$ cat src/rtl/voice_port_pkg.sv
// Shared constants for the PCM voice port
package voice_port_pkg;
  localparam int unsigned CLK_HZ = 250_000_000;
  // Register byte offsets
  localparam logic [3:0] ADDR_CTRL = 4'h0;
  localparam logic [3:0] ADDR_STATUS = 4'h4;
  localparam logic [3:0] ADDR_TXDATA = 4'h8;
  localparam logic [3:0] ADDR_RXDATA = 4'hc;
  // Control field positions
  localparam int CTRL_EN_BIT = 0;
  localparam int CTRL_SLAVE_BIT = 1;
  localparam int CTRL_LONG_BIT = 2;
  localparam int CTRL_FS16K_BIT = 3;
  localparam int CTRL_RATE_LSB = 4;
  localparam int CTRL_FRAME_LSB = 8;
  localparam int CTRL_MCLK_EN_BIT = 12;
  // Control reset value: enabled=0, master, short, 8 kHz, 2048 kHz, 256 bits, mclk on
  localparam logic [15:0] CTRL_RESET = 16'h1530;
  localparam int SAMPLE_BITS = 16;
  // Bit clock rates
  localparam int unsigned BCLK_256K_HZ = 256_000;
  localparam int unsigned BCLK_512K_HZ = 512_000;
  localparam int unsigned BCLK_1024K_HZ = 1_024_000;
  localparam int unsigned BCLK_2048K_HZ = 2_048_000;
  localparam int unsigned BCLK_LONG_HZ = 128_000;
  localparam logic [1:0] RATE_256K = 2'h0;
  localparam logic [1:0] RATE_512K = 2'h1;
  localparam logic [1:0] RATE_1024K = 2'h2;
  localparam logic [1:0] RATE_2048K = 2'h3;
  // Half bit clock periods in system cycles (rounded down)
  localparam int HALF_256K = CLK_HZ / (2 * BCLK_256K_HZ);
  localparam int HALF_512K = CLK_HZ / (2 * BCLK_512K_HZ);
  localparam int HALF_1024K = CLK_HZ / (2 * BCLK_1024K_HZ);
  localparam int HALF_2048K = CLK_HZ / (2 * BCLK_2048K_HZ);
  localparam int HALF_LONG = CLK_HZ / (2 * BCLK_LONG_HZ);
  // Frame sync repeat period
  localparam int unsigned FRAME_8K_HZ = 8_000;
  localparam int unsigned FRAME_16K_HZ = 16_000;
  localparam int FRAME_8K_CYC = CLK_HZ / FRAME_8K_HZ;
  localparam int FRAME_16K_CYC = CLK_HZ / FRAME_16K_HZ;
  // Codec master clock 12.288 MHz = 256 x 48 kHz, by phase accumulator
  localparam int unsigned MCLK_FS_HZ = 48_000;
  localparam int unsigned MCLK_RATIO = 256;
  localparam int unsigned MCLK_HZ = MCLK_FS_HZ * MCLK_RATIO;
  localparam logic [31:0] MCLK_INC = 32'(
    (64'(MCLK_HZ) * 64'h1_0000_0000) / 64'(CLK_HZ));
endpackage

$ cat src/rtl/pcm_voice_port.sv
// PCM voice port: codec link, codec master clock and Avalon-MM registers
`timescale 1ns/1ns
`default_nettype none
module pcm_voice_port
  import voice_port_pkg::*;
#(
  parameter int FIFO_DEPTH = 8
) (
  input wire logic clk_in,
  input wire logic rst_in,
  input wire logic [3:0] avs_address_in,
  input wire logic avs_read_in,
  input wire logic avs_write_in,
  input wire logic [31:0] avs_writedata_in,
  input wire logic [3:0] avs_byteenable_in,
  output logic [31:0] avs_readdata_out,
  output logic avs_waitrequest_out,
  output logic voice_frame_sync_out,
  output logic voice_frame_sync_oe_out,
  input wire logic voice_frame_sync_in,
  output logic voice_bclk_out,
  output logic voice_bclk_oe_out,
  input wire logic voice_bclk_in,
  output logic voice_dout_out,
  output logic voice_dout_oe_out,
  input wire logic voice_din_in,
  output logic codec_mclk_out
);
  import voice_port_pkg::*;

  typedef enum logic [2:0] {
    BUS_IDLE = 3'b001,
    BUS_ACK = 3'b010,
    BUS_DONE = 3'b100
  } bus_state_t;

  function automatic logic [11:0] half_period(input logic [1:0] rate, input logic long_mode);
    if (long_mode) begin
      half_period = 12'(HALF_LONG);
    end else begin
      unique case (rate)
        RATE_256K: half_period = 12'(HALF_256K);
        RATE_512K: half_period = 12'(HALF_512K);
        RATE_1024K: half_period = 12'(HALF_1024K);
        default: half_period = 12'(HALF_2048K);
      endcase
    end
  endfunction

  logic [15:0] ctrl_ff;
  bus_state_t bus_ff;
  logic [31:0] rdata_ff;
  logic wait_ff;
  logic rx_ovf_ff, tx_unf_ff;
  logic rx_hold_valid_ff;
  logic [15:0] rx_hold_ff;
  logic en, slave, long_mode, fs16k, mclk_en;
  logic [1:0] rate;
  logic [2:0] frame_sel;
  assign en = ctrl_ff[CTRL_EN_BIT];
  assign slave = ctrl_ff[CTRL_SLAVE_BIT];
  assign long_mode = ctrl_ff[CTRL_LONG_BIT];
  assign fs16k = ctrl_ff[CTRL_FS16K_BIT];
  assign rate = ctrl_ff[CTRL_RATE_LSB +: 2];
  assign frame_sel = ctrl_ff[CTRL_FRAME_LSB +: 3];
  assign mclk_en = ctrl_ff[CTRL_MCLK_EN_BIT];

  // Transmit FIFO between register writes and the shifter
  logic tx_in_valid, tx_in_ready, tx_out_valid, tx_out_ready;
  logic [15:0] tx_out_data;
  voice_fifo #(.WIDTH(SAMPLE_BITS), .DEPTH(FIFO_DEPTH)) u_tx_fifo (
    .clk_in(clk_in),
    .rst_in(rst_in),
    .in_data_in(avs_writedata_in[15:0]),
    .in_valid_in(tx_in_valid),
    .in_ready_out(tx_in_ready),
    .out_data_out(tx_out_data),
    .out_valid_out(tx_out_valid),
    .out_ready_in(tx_out_ready)
  );

  // Bus slave; a full FIFO stalls the write through waitrequest
  logic bus_req, acc_ok, is_tx_wr, is_rx_rd;
  assign bus_req = (avs_read_in || avs_write_in) && bus_ff == BUS_IDLE;
  assign is_tx_wr = avs_write_in && avs_address_in == ADDR_TXDATA;
  assign is_rx_rd = avs_read_in && avs_address_in == ADDR_RXDATA;
  assign acc_ok = bus_req && (!is_tx_wr || tx_in_ready);
  assign tx_in_valid = acc_ok && is_tx_wr;

  always_ff @(posedge clk_in) begin
    if (rst_in) begin
      bus_ff <= BUS_IDLE;
      wait_ff <= 1'b1;
      rdata_ff <= 32'h0000_0000;
    end else begin
      unique case (bus_ff)
        BUS_IDLE: begin
          if (acc_ok) begin
            bus_ff <= BUS_ACK;
            wait_ff <= 1'b0;
            unique case (avs_address_in)
              ADDR_CTRL: rdata_ff <= {16'h0000, ctrl_ff};
              ADDR_STATUS: rdata_ff <= {27'h000_0000, rx_hold_valid_ff, rx_ovf_ff,
                tx_unf_ff, tx_in_ready, tx_out_valid};
              ADDR_RXDATA: rdata_ff <= {16'h0000, rx_hold_ff};
              default: rdata_ff <= 32'h0000_0000;
            endcase
          end
        end
        BUS_ACK: begin
          bus_ff <= BUS_DONE;
          wait_ff <= 1'b1;
        end
        default: bus_ff <= BUS_IDLE;
      endcase
    end
  end
  assign avs_readdata_out = rdata_ff;
  assign avs_waitrequest_out = wait_ff;

  always_ff @(posedge clk_in) begin
    if (rst_in) begin
      ctrl_ff <= CTRL_RESET;
    end else if (acc_ok && avs_write_in && avs_address_in == ADDR_CTRL) begin
      if (avs_byteenable_in[0]) begin
        ctrl_ff[7:0] <= avs_writedata_in[7:0];
      end
      if (avs_byteenable_in[1]) begin
        ctrl_ff[15:8] <= avs_writedata_in[15:8];
      end
    end
  end

  // Pin synchronisers
  logic [1:0] bclk_sy_ff, fs_sy_ff, din_sy_ff;
  always_ff @(posedge clk_in) begin
    if (rst_in) begin
      bclk_sy_ff <= 2'b00;
      fs_sy_ff <= 2'b00;
      din_sy_ff <= 2'b00;
    end else begin
      bclk_sy_ff <= {bclk_sy_ff[0], voice_bclk_in};
      fs_sy_ff <= {fs_sy_ff[0], voice_frame_sync_in};
      din_sy_ff <= {din_sy_ff[0], voice_din_in};
    end
  end

  // Master bit clock and frame sync generation
  logic [11:0] half_cnt_ff;
  logic [15:0] frame_cnt_ff;
  logic bclk_ff, fs_pend_ff, fs_ff;
  logic m_rise, m_fall, frame_tick;
  assign m_rise = en && !slave && half_cnt_ff == 12'h000 && !bclk_ff;
  assign m_fall = en && !slave && half_cnt_ff == 12'h000 && bclk_ff;
  assign frame_tick = en && !slave && frame_cnt_ff == 16'h0000;
  always_ff @(posedge clk_in) begin
    if (rst_in || !en || slave) begin
      half_cnt_ff <= 12'h000;
      bclk_ff <= 1'b0;
    end else if (half_cnt_ff == 12'h000) begin
      half_cnt_ff <= half_period(rate, long_mode) - 12'h001;
      bclk_ff <= !bclk_ff;
    end else begin
      half_cnt_ff <= half_cnt_ff - 12'h001;
    end
  end
  always_ff @(posedge clk_in) begin
    if (rst_in || !en || slave) begin
      frame_cnt_ff <= 16'h0000;
    end else if (frame_cnt_ff == 16'h0000) begin
      frame_cnt_ff <= 16'(fs16k ? FRAME_16K_CYC - 1 : FRAME_8K_CYC - 1);
    end else begin
      frame_cnt_ff <= frame_cnt_ff - 16'h0001;
    end
  end
  // Sync raised on a rising edge, half a period after the prior falling edge
  logic [8:0] bit_cnt_ff;
  always_ff @(posedge clk_in) begin
    if (rst_in || !en || slave) begin
      fs_pend_ff <= 1'b0;
      fs_ff <= 1'b0;
    end else begin
      if (frame_tick) begin
        fs_pend_ff <= 1'b1;
      end else if (m_rise && fs_pend_ff) begin
        fs_pend_ff <= 1'b0;
      end
      if (m_rise && fs_pend_ff) begin
        fs_ff <= 1'b1;
      end else if (m_rise && (!long_mode || bit_cnt_ff == 9'(SAMPLE_BITS))) begin
        fs_ff <= 1'b0; // short: one period; long: 17 periods, one past the 16-bit slot
      end
    end
  end

  // Common bit-clock edges for master and slave
  logic rise_ev, fall_ev, fs_now, bclk_prev_ff;
  always_ff @(posedge clk_in) begin
    if (rst_in) begin
      bclk_prev_ff <= 1'b0;
    end else begin
      bclk_prev_ff <= bclk_sy_ff[1];
    end
  end
  assign rise_ev = slave ? (en && bclk_sy_ff[1] && !bclk_prev_ff) : m_rise;
  assign fall_ev = slave ? (en && !bclk_sy_ff[1] && bclk_prev_ff) : m_fall;
  assign fs_now = slave ? fs_sy_ff[1] : (fs_ff || (m_rise && fs_pend_ff));

  // Slot shifter; frame length bounds only the receive window, not the bit counter
  // Counter runs on past the slot and saturates at all ones; only counts below 16 shift a bit
  logic [8:0] frame_len;
  assign frame_len = 9'h008 << frame_sel;
  logic [15:0] tx_sh_ff, rx_sh_ff;
  logic dout_ff, dout_oe_ff, fs_seen_ff, in_slot;
  assign in_slot = bit_cnt_ff < 9'(SAMPLE_BITS) && bit_cnt_ff < frame_len;
  assign tx_out_ready = rise_ev && fs_now && !fs_seen_ff;
  always_ff @(posedge clk_in) begin
    if (rst_in || !en) begin
      bit_cnt_ff <= 9'h1ff;
      tx_sh_ff <= 16'h0000;
      dout_ff <= 1'b0;
      dout_oe_ff <= 1'b0;
      fs_seen_ff <= 1'b0;
    end else if (rise_ev) begin
      fs_seen_ff <= fs_now;
      if (fs_now && !fs_seen_ff) begin
        bit_cnt_ff <= 9'h000;
        tx_sh_ff <= {tx_out_data[14:0], 1'b0};
        dout_ff <= tx_out_valid ? tx_out_data[15] : 1'b0;
        dout_oe_ff <= 1'b1;
      end else if (bit_cnt_ff < 9'h1ff) begin
        bit_cnt_ff <= bit_cnt_ff + 9'h001;
        if (bit_cnt_ff + 9'h001 < 9'(SAMPLE_BITS)) begin
          dout_ff <= tx_sh_ff[15];
          tx_sh_ff <= {tx_sh_ff[14:0], 1'b0};
        end
      end
    end else if (fall_ev && bit_cnt_ff == 9'(SAMPLE_BITS - 1)) begin
      dout_oe_ff <= 1'b0;
    end
  end

  // Underrun flag in its own process so that a clear is never lost to a
  // bit-clock edge; a new underrun still outweighs a clear in the same cycle
  logic unf_clr, ovf_clr;
  assign unf_clr = acc_ok && avs_write_in && avs_address_in == ADDR_STATUS
    && avs_writedata_in[2];
  assign ovf_clr = acc_ok && avs_write_in && avs_address_in == ADDR_STATUS
    && avs_writedata_in[3];
  always_ff @(posedge clk_in) begin
    if (rst_in || !en) begin
      tx_unf_ff <= 1'b0;
    end else if (tx_out_ready && !tx_out_valid) begin
      tx_unf_ff <= 1'b1;
    end else if (unf_clr) begin
      tx_unf_ff <= 1'b0;
    end
  end

  // Receive: falling edges in both sync formats
  always_ff @(posedge clk_in) begin
    if (rst_in || !en) begin
      rx_sh_ff <= 16'h0000;
      rx_hold_ff <= 16'h0000;
      rx_hold_valid_ff <= 1'b0;
      rx_ovf_ff <= 1'b0;
    end else begin
      if (fall_ev && in_slot) begin
        rx_sh_ff <= {rx_sh_ff[14:0], din_sy_ff[1]};
      end
      if (fall_ev && bit_cnt_ff == 9'(SAMPLE_BITS - 1)) begin
        rx_hold_ff <= {rx_sh_ff[14:0], din_sy_ff[1]};
        rx_hold_valid_ff <= 1'b1;
      end else if (acc_ok && is_rx_rd) begin
        rx_hold_valid_ff <= 1'b0;
      end
      // Set wins over clear; a clear with no new overrun still applies
      if (fall_ev && bit_cnt_ff == 9'(SAMPLE_BITS - 1) && rx_hold_valid_ff) begin
        rx_ovf_ff <= 1'b1;
      end else if (ovf_clr) begin
        rx_ovf_ff <= 1'b0;
      end
    end
  end

  // Codec master clock from a phase accumulator
  // Edges jitter by one system cycle; a codec needing a clean clock
  // must clean it with its own PLL
  logic [31:0] mclk_acc_ff;
  logic mclk_ff;
  always_ff @(posedge clk_in) begin
    if (rst_in || !mclk_en) begin
      mclk_acc_ff <= 32'h0000_0000;
      mclk_ff <= 1'b0;
    end else begin
      mclk_acc_ff <= mclk_acc_ff + MCLK_INC;
      mclk_ff <= mclk_acc_ff[31];
    end
  end

  // Registered pin outputs
  // All pins lag internal state by one cycle, keeping their mutual timing
  always_ff @(posedge clk_in) begin
    if (rst_in) begin
      voice_bclk_out <= 1'b0;
      voice_bclk_oe_out <= 1'b0;
      voice_frame_sync_out <= 1'b0;
      voice_frame_sync_oe_out <= 1'b0;
      voice_dout_out <= 1'b0;
      voice_dout_oe_out <= 1'b0;
      codec_mclk_out <= 1'b0;
    end else begin
      voice_bclk_out <= bclk_ff;
      voice_bclk_oe_out <= en && !slave;
      voice_frame_sync_out <= fs_ff;
      voice_frame_sync_oe_out <= en && !slave;
      voice_dout_out <= dout_ff;
      voice_dout_oe_out <= dout_oe_ff;
      codec_mclk_out <= mclk_ff;
    end
  end
endmodule
`default_nettype wire

$ cat src/rtl/voice_fifo.sv
// Small valid/ready FIFO for voice samples
`timescale 1ns/1ns
`default_nettype none
module voice_fifo #(
  parameter int WIDTH = 16,
  parameter int DEPTH = 8
) (
  input wire logic clk_in,
  input wire logic rst_in,
  input wire logic [WIDTH-1:0] in_data_in,
  input wire logic in_valid_in,
  output logic in_ready_out,
  output logic [WIDTH-1:0] out_data_out,
  output logic out_valid_out,
  input wire logic out_ready_in
);
  localparam int AW = $clog2(DEPTH);
  logic [WIDTH-1:0] mem [DEPTH];
  logic [AW-1:0] wr_ff, rd_ff;
  logic [AW:0] cnt_ff;
  logic push, pop;
  assign in_ready_out = (cnt_ff != (AW+1)'(DEPTH));
  assign out_valid_out = (cnt_ff != '0);
  assign out_data_out = mem[rd_ff];
  assign push = in_valid_in && in_ready_out;
  assign pop = out_valid_out && out_ready_in;
  always_ff @(posedge clk_in) begin
    if (push) begin
      mem[wr_ff] <= in_data_in;
    end
  end
  always_ff @(posedge clk_in) begin
    if (rst_in) begin
      wr_ff <= '0;
      rd_ff <= '0;
      cnt_ff <= '0;
    end else begin
      if (push) begin
        wr_ff <= (wr_ff == AW'(DEPTH-1)) ? '0 : wr_ff + 1'b1;
      end
      if (pop) begin
        rd_ff <= (rd_ff == AW'(DEPTH-1)) ? '0 : rd_ff + 1'b1;
      end
      cnt_ff <= cnt_ff + (AW+1)'(push) - (AW+1)'(pop);
    end
  end
endmodule
`default_nettype wire

$ cat config.mk
export PLATFORM = sky130hd
export DESIGN_NAME = pcm_voice_port
export DESIGN_NICKNAME = d
export VERILOG_FILES = /design/src/rtl/voice_port_pkg.sv /design/src/rtl/pcm_voice_port.sv /design/src/rtl/voice_fifo.sv
export SDC_FILE = /design/constraint.sdc
export NUM_CORES = 1
export LEC_CHECK = 0
export BUFFER_PORTS_ARGS = -buffer_cell sky130_fd_sc_hd__buf_2
export CAP_MARGIN = 20
export CORE_ASPECT_RATIO = 1.1
export CORE_MARGIN = 4
export CORE_UTILIZATION = 55
export DETAILED_ROUTE_END_ITERATION = 7
export GPL_ROUTABILITY_DRIVEN = 0
export PLACE_DENSITY = 0.73
export RECOVER_POWER = 50
export SLEW_MARGIN = 20
export SYNTH_ARGS = -nofsm -noshare
export SYNTH_HDL_FRONTEND = slang
export SYNTH_HIERARCHICAL = 1
export SYNTH_SLANG_ARGS = --single-unit
$ cat constraint.sdc
create_clock -name clk_in -period 4.1 [get_ports clk_in]
set_clock_uncertainty 0.15 [all_clocks]
set_input_delay 0.205 -clock clk_in [delete_from_list [all_inputs] [get_ports clk_in]]
set_output_delay 0.205 -clock clk_in [all_outputs]
set_load 0.05 [all_outputs]
==> results.cfg <==
[clock_tree]
cts.path.max_buffers = 3
clk_pin_slew_ns = 0.06
postCtsResizedCells = 0
htreeDepth = 1
cts_hold_buf = 25
cts-buffers-inserted = 30
post_cts_buffers = 0
cts_sinks = 312
clock_latency_ns = 0.55
cts_tree = built
clock_tree.root_cell = clkbuf_16

[global_routing]
grt_pass1_vias = 8498
grt_overflow = 0
grt_max_degree = 44
grt_usage_pct = 20.4
antenna_found_initial = 0
grt_pass1_wl_um = 44200

[critical_path]
end_kind = flop
crit_type = reg -> reg
path_max_fanout = 10
cp.arrival_ns = 3.81
cp-start-kind = flop
cp_data_required_time_ns = 4.33

[timing]
setup_viol = 0
setup-tns-final_ns = 0
slew_headroom_pct = -5.80
fin_crit_sh_pct = 87.2
hold_viol_final = 0
setup_ws_ns = 0.526
slew_viol_final = 85
finalCriticalPeriod_ns = 3.57
rsz0062_at_grt = false
tightest_slew_ns = 1.59
holdWs_ns = 0.0571
max_freq_ghz = 0.280

[floorplan]
die_x_um = 156
ios = 87
die_h_um = 171
core_um2 = 23700
start_util_pct = 55.9
design.die.area_um2 = 26600
rows = 59

[placement]
placed_cells = 1442
placed_cell_area_um2 = 13700
io_buffers = 52
dp_hpwl_um = 17200
pre_cts_ws_ns = 0.647

[pwr]
p_per_area_nw_per_um2 = 433
power_mw = 6.45
p_leak_nw = 5.33
ir_drop_v = 0.000432

[layout]
final_area_um2 = 14900
instances_no_fill = 1523
final_common_cell = dfxtp_1
finalNetCount = 1265
fin_util_pct = 62.9
syn2layout_area_growth_pct = 12.5
mostFrequentLayoutCells = dfxtp_1 (182), edfxtp_1 (128), nor2_1 (125), a21oi_1 (72), nand2_1 (55)
num_antenna_cells = 0
final_layout_size_suffix_gt1_share_pct = 11.1
n_fill_cell = 1848

[routing]
dr_total_vias = 8661
post_drt_wl_per_cell_um = 17.7
drt-initial-drc-count = 445
first_pass_iters = 5
drc_errors = 0
via_per_inst = 5.69
drtAntennaViolNets = 0
wl_um = 26900

[flow_run]
drv_cap = 2

[logic_synthesis]
mappedNetlistArea_um2 = 13200
netlist_instances = 1122
avgSynthCellArea_um2 = 11.8
async_reset_ff_share_pct = 0
synth_flop_cell = dfxtp_1
synth_seq_cells = 312
synth.distinct_cells = 73
yosysSeqAreaShare_pct = 56.9
synth_edf_count = 128
yosysWarnings = 6

[status]
violations = capacitance limit, slew limit
status = complete, but fails checks

[hold_path]
hp-class = in -> reg
==> cells in the mapped netlist, types with 4 or more instances <==
master | number | area, um^2
edfxtp_1 | 128 | 3840
nor2_1 | 126 | 473
xor2_1 | 17 | 149
o21ai_1 | 33 | 165
a211oi_2 | 14 | 175
mux2_2 | 17 | 191
or3_1 | 10 | 62.6
mux2i_1 | 34 | 340
buf_1 | 7 | 26.3
dfxtp_1 | 184 | 3680
and2_1 | 9 | 56.3
nand3b_1 | 5 | 37.5
buf_6 | 9 | 101
nor2b_1 | 18 | 113
a31oi_1 | 7 | 43.8
inv_1 | 23 | 86.3
nand4_1 | 8 | 50.1
nor3b_1 | 7 | 52.6
a211o_1 | 7 | 61.3
or3b_2 | 4 | 35.0
nand2b_1 | 19 | 119
nor4_1 | 8 | 50.1
buf_2 | 8 | 40.0
buf_4 | 19 | 143
clkbuf_1 | 27 | 101
a21oi_1 | 72 | 360
xnor2_1 | 19 | 166
nand3_1 | 46 | 230
mux4_1 | 28 | 736
a21o_1 | 6 | 45.0
nand2_1 | 55 | 206
a211oi_1 | 4 | 30.0
mux4_2 | 4 | 90.1
a22oi_1 | 12 | 90.1
ha_1 | 22 | 275
and3_1 | 10 | 62.6
or4_1 | 7 | 52.6
o21ai_0 | 20 | 100
nor3_1 | 16 | 80.1
==> worst paths after layout <==
path,start,slack (ns),cells past startpoint,end
min reg2reg,mclk_acc_ff[3],0.28,1,mclk_acc_ff[3]
min,avs_address_in[3],0.06,6,avs_readdata_out[0]
max reg2reg,half_cnt_ff[5],0.53,12,u_tx_fifo/cnt_ff[2]
max,half_cnt_ff[5],0.53,12,u_tx_fifo/cnt_ff[2]
==> worst max-delay path, cell delays in order, from the launching register on <==
cell	delay (ns)
dfxtp_1	0.38
nor4_4	0.44
nand4_2	0.22
a211o_1	0.51
nor2_1	0.28
and2_1	0.29
ha_1	0.28
inv_1	0.06
ha_1	0.17
inv_1	0.06
fa_1	0.37
xor2_1	0.15
nor2_1	0.05
==> power by group <==
| group | internal [mW] | switching, mW | total [mW] |
|---|---|---|---|
| combinational | 0.141 | 0.230 | 0.370 |
| sequential | 3.30 | 0.0678 | 3.36 |
| clock | 1.57 | 1.14 | 2.71 |
| total | 5.01 | 1.43 | 6.45 |
==> per-layer routing <==
metal	share of wire, %	track usage [%]
met2	50	35.5
met4	1.7	4.68
met3	4.5	2.68
met1	44	27.5
met5	0	0
==> final cells by class <==
type / instances / area (um^2) / area share, %
sequential: 312 / 7530 / 50.6
tap: 305 / 382 / 2.56
multi-input combinational: 731 / 5310 / 35.6
timing repair buffer: 97 / 602 / 4.04
inverter: 23 / 86.3 / 0.580
clock buffer: 46 / 901 / 6.05
clock inverter: 9 / 87.6 / 0.588
==> registers in the layout, indices dropped and copies added (netlist names), 4 cells and up, named ones only <==
register / flops
rx_hold_ff: 16
half_cnt_ff: 12
frame_cnt_ff: 16
avs_readdata_out: 16
bit_cnt_ff: 9
u_tx_fifo/mem: 128
ctrl_ff: 16
u_tx_fifo/cnt_ff: 4
tx_sh_ff: 15
rx_sh_ff: 15
mclk_acc_ff: 29
==> cell families (layout without fill, tap and decap cells) <==
kind of cell	after synthesis	in the layout	synth area share [%]
multiplexers	83	83	10.3
other	1	16	0.0283
adder cells (fa/ha/maj)	23	23	2.23
buffers and inverters	94	175	3.80
XOR/XNOR	36	36	2.38
AND/OR/NAND/NOR	368	368	14.2
AO/OA/AOI/OAI	205	205	10.2
flip-flops	312	312	56.9
Power figures use the tool's default switching activity.
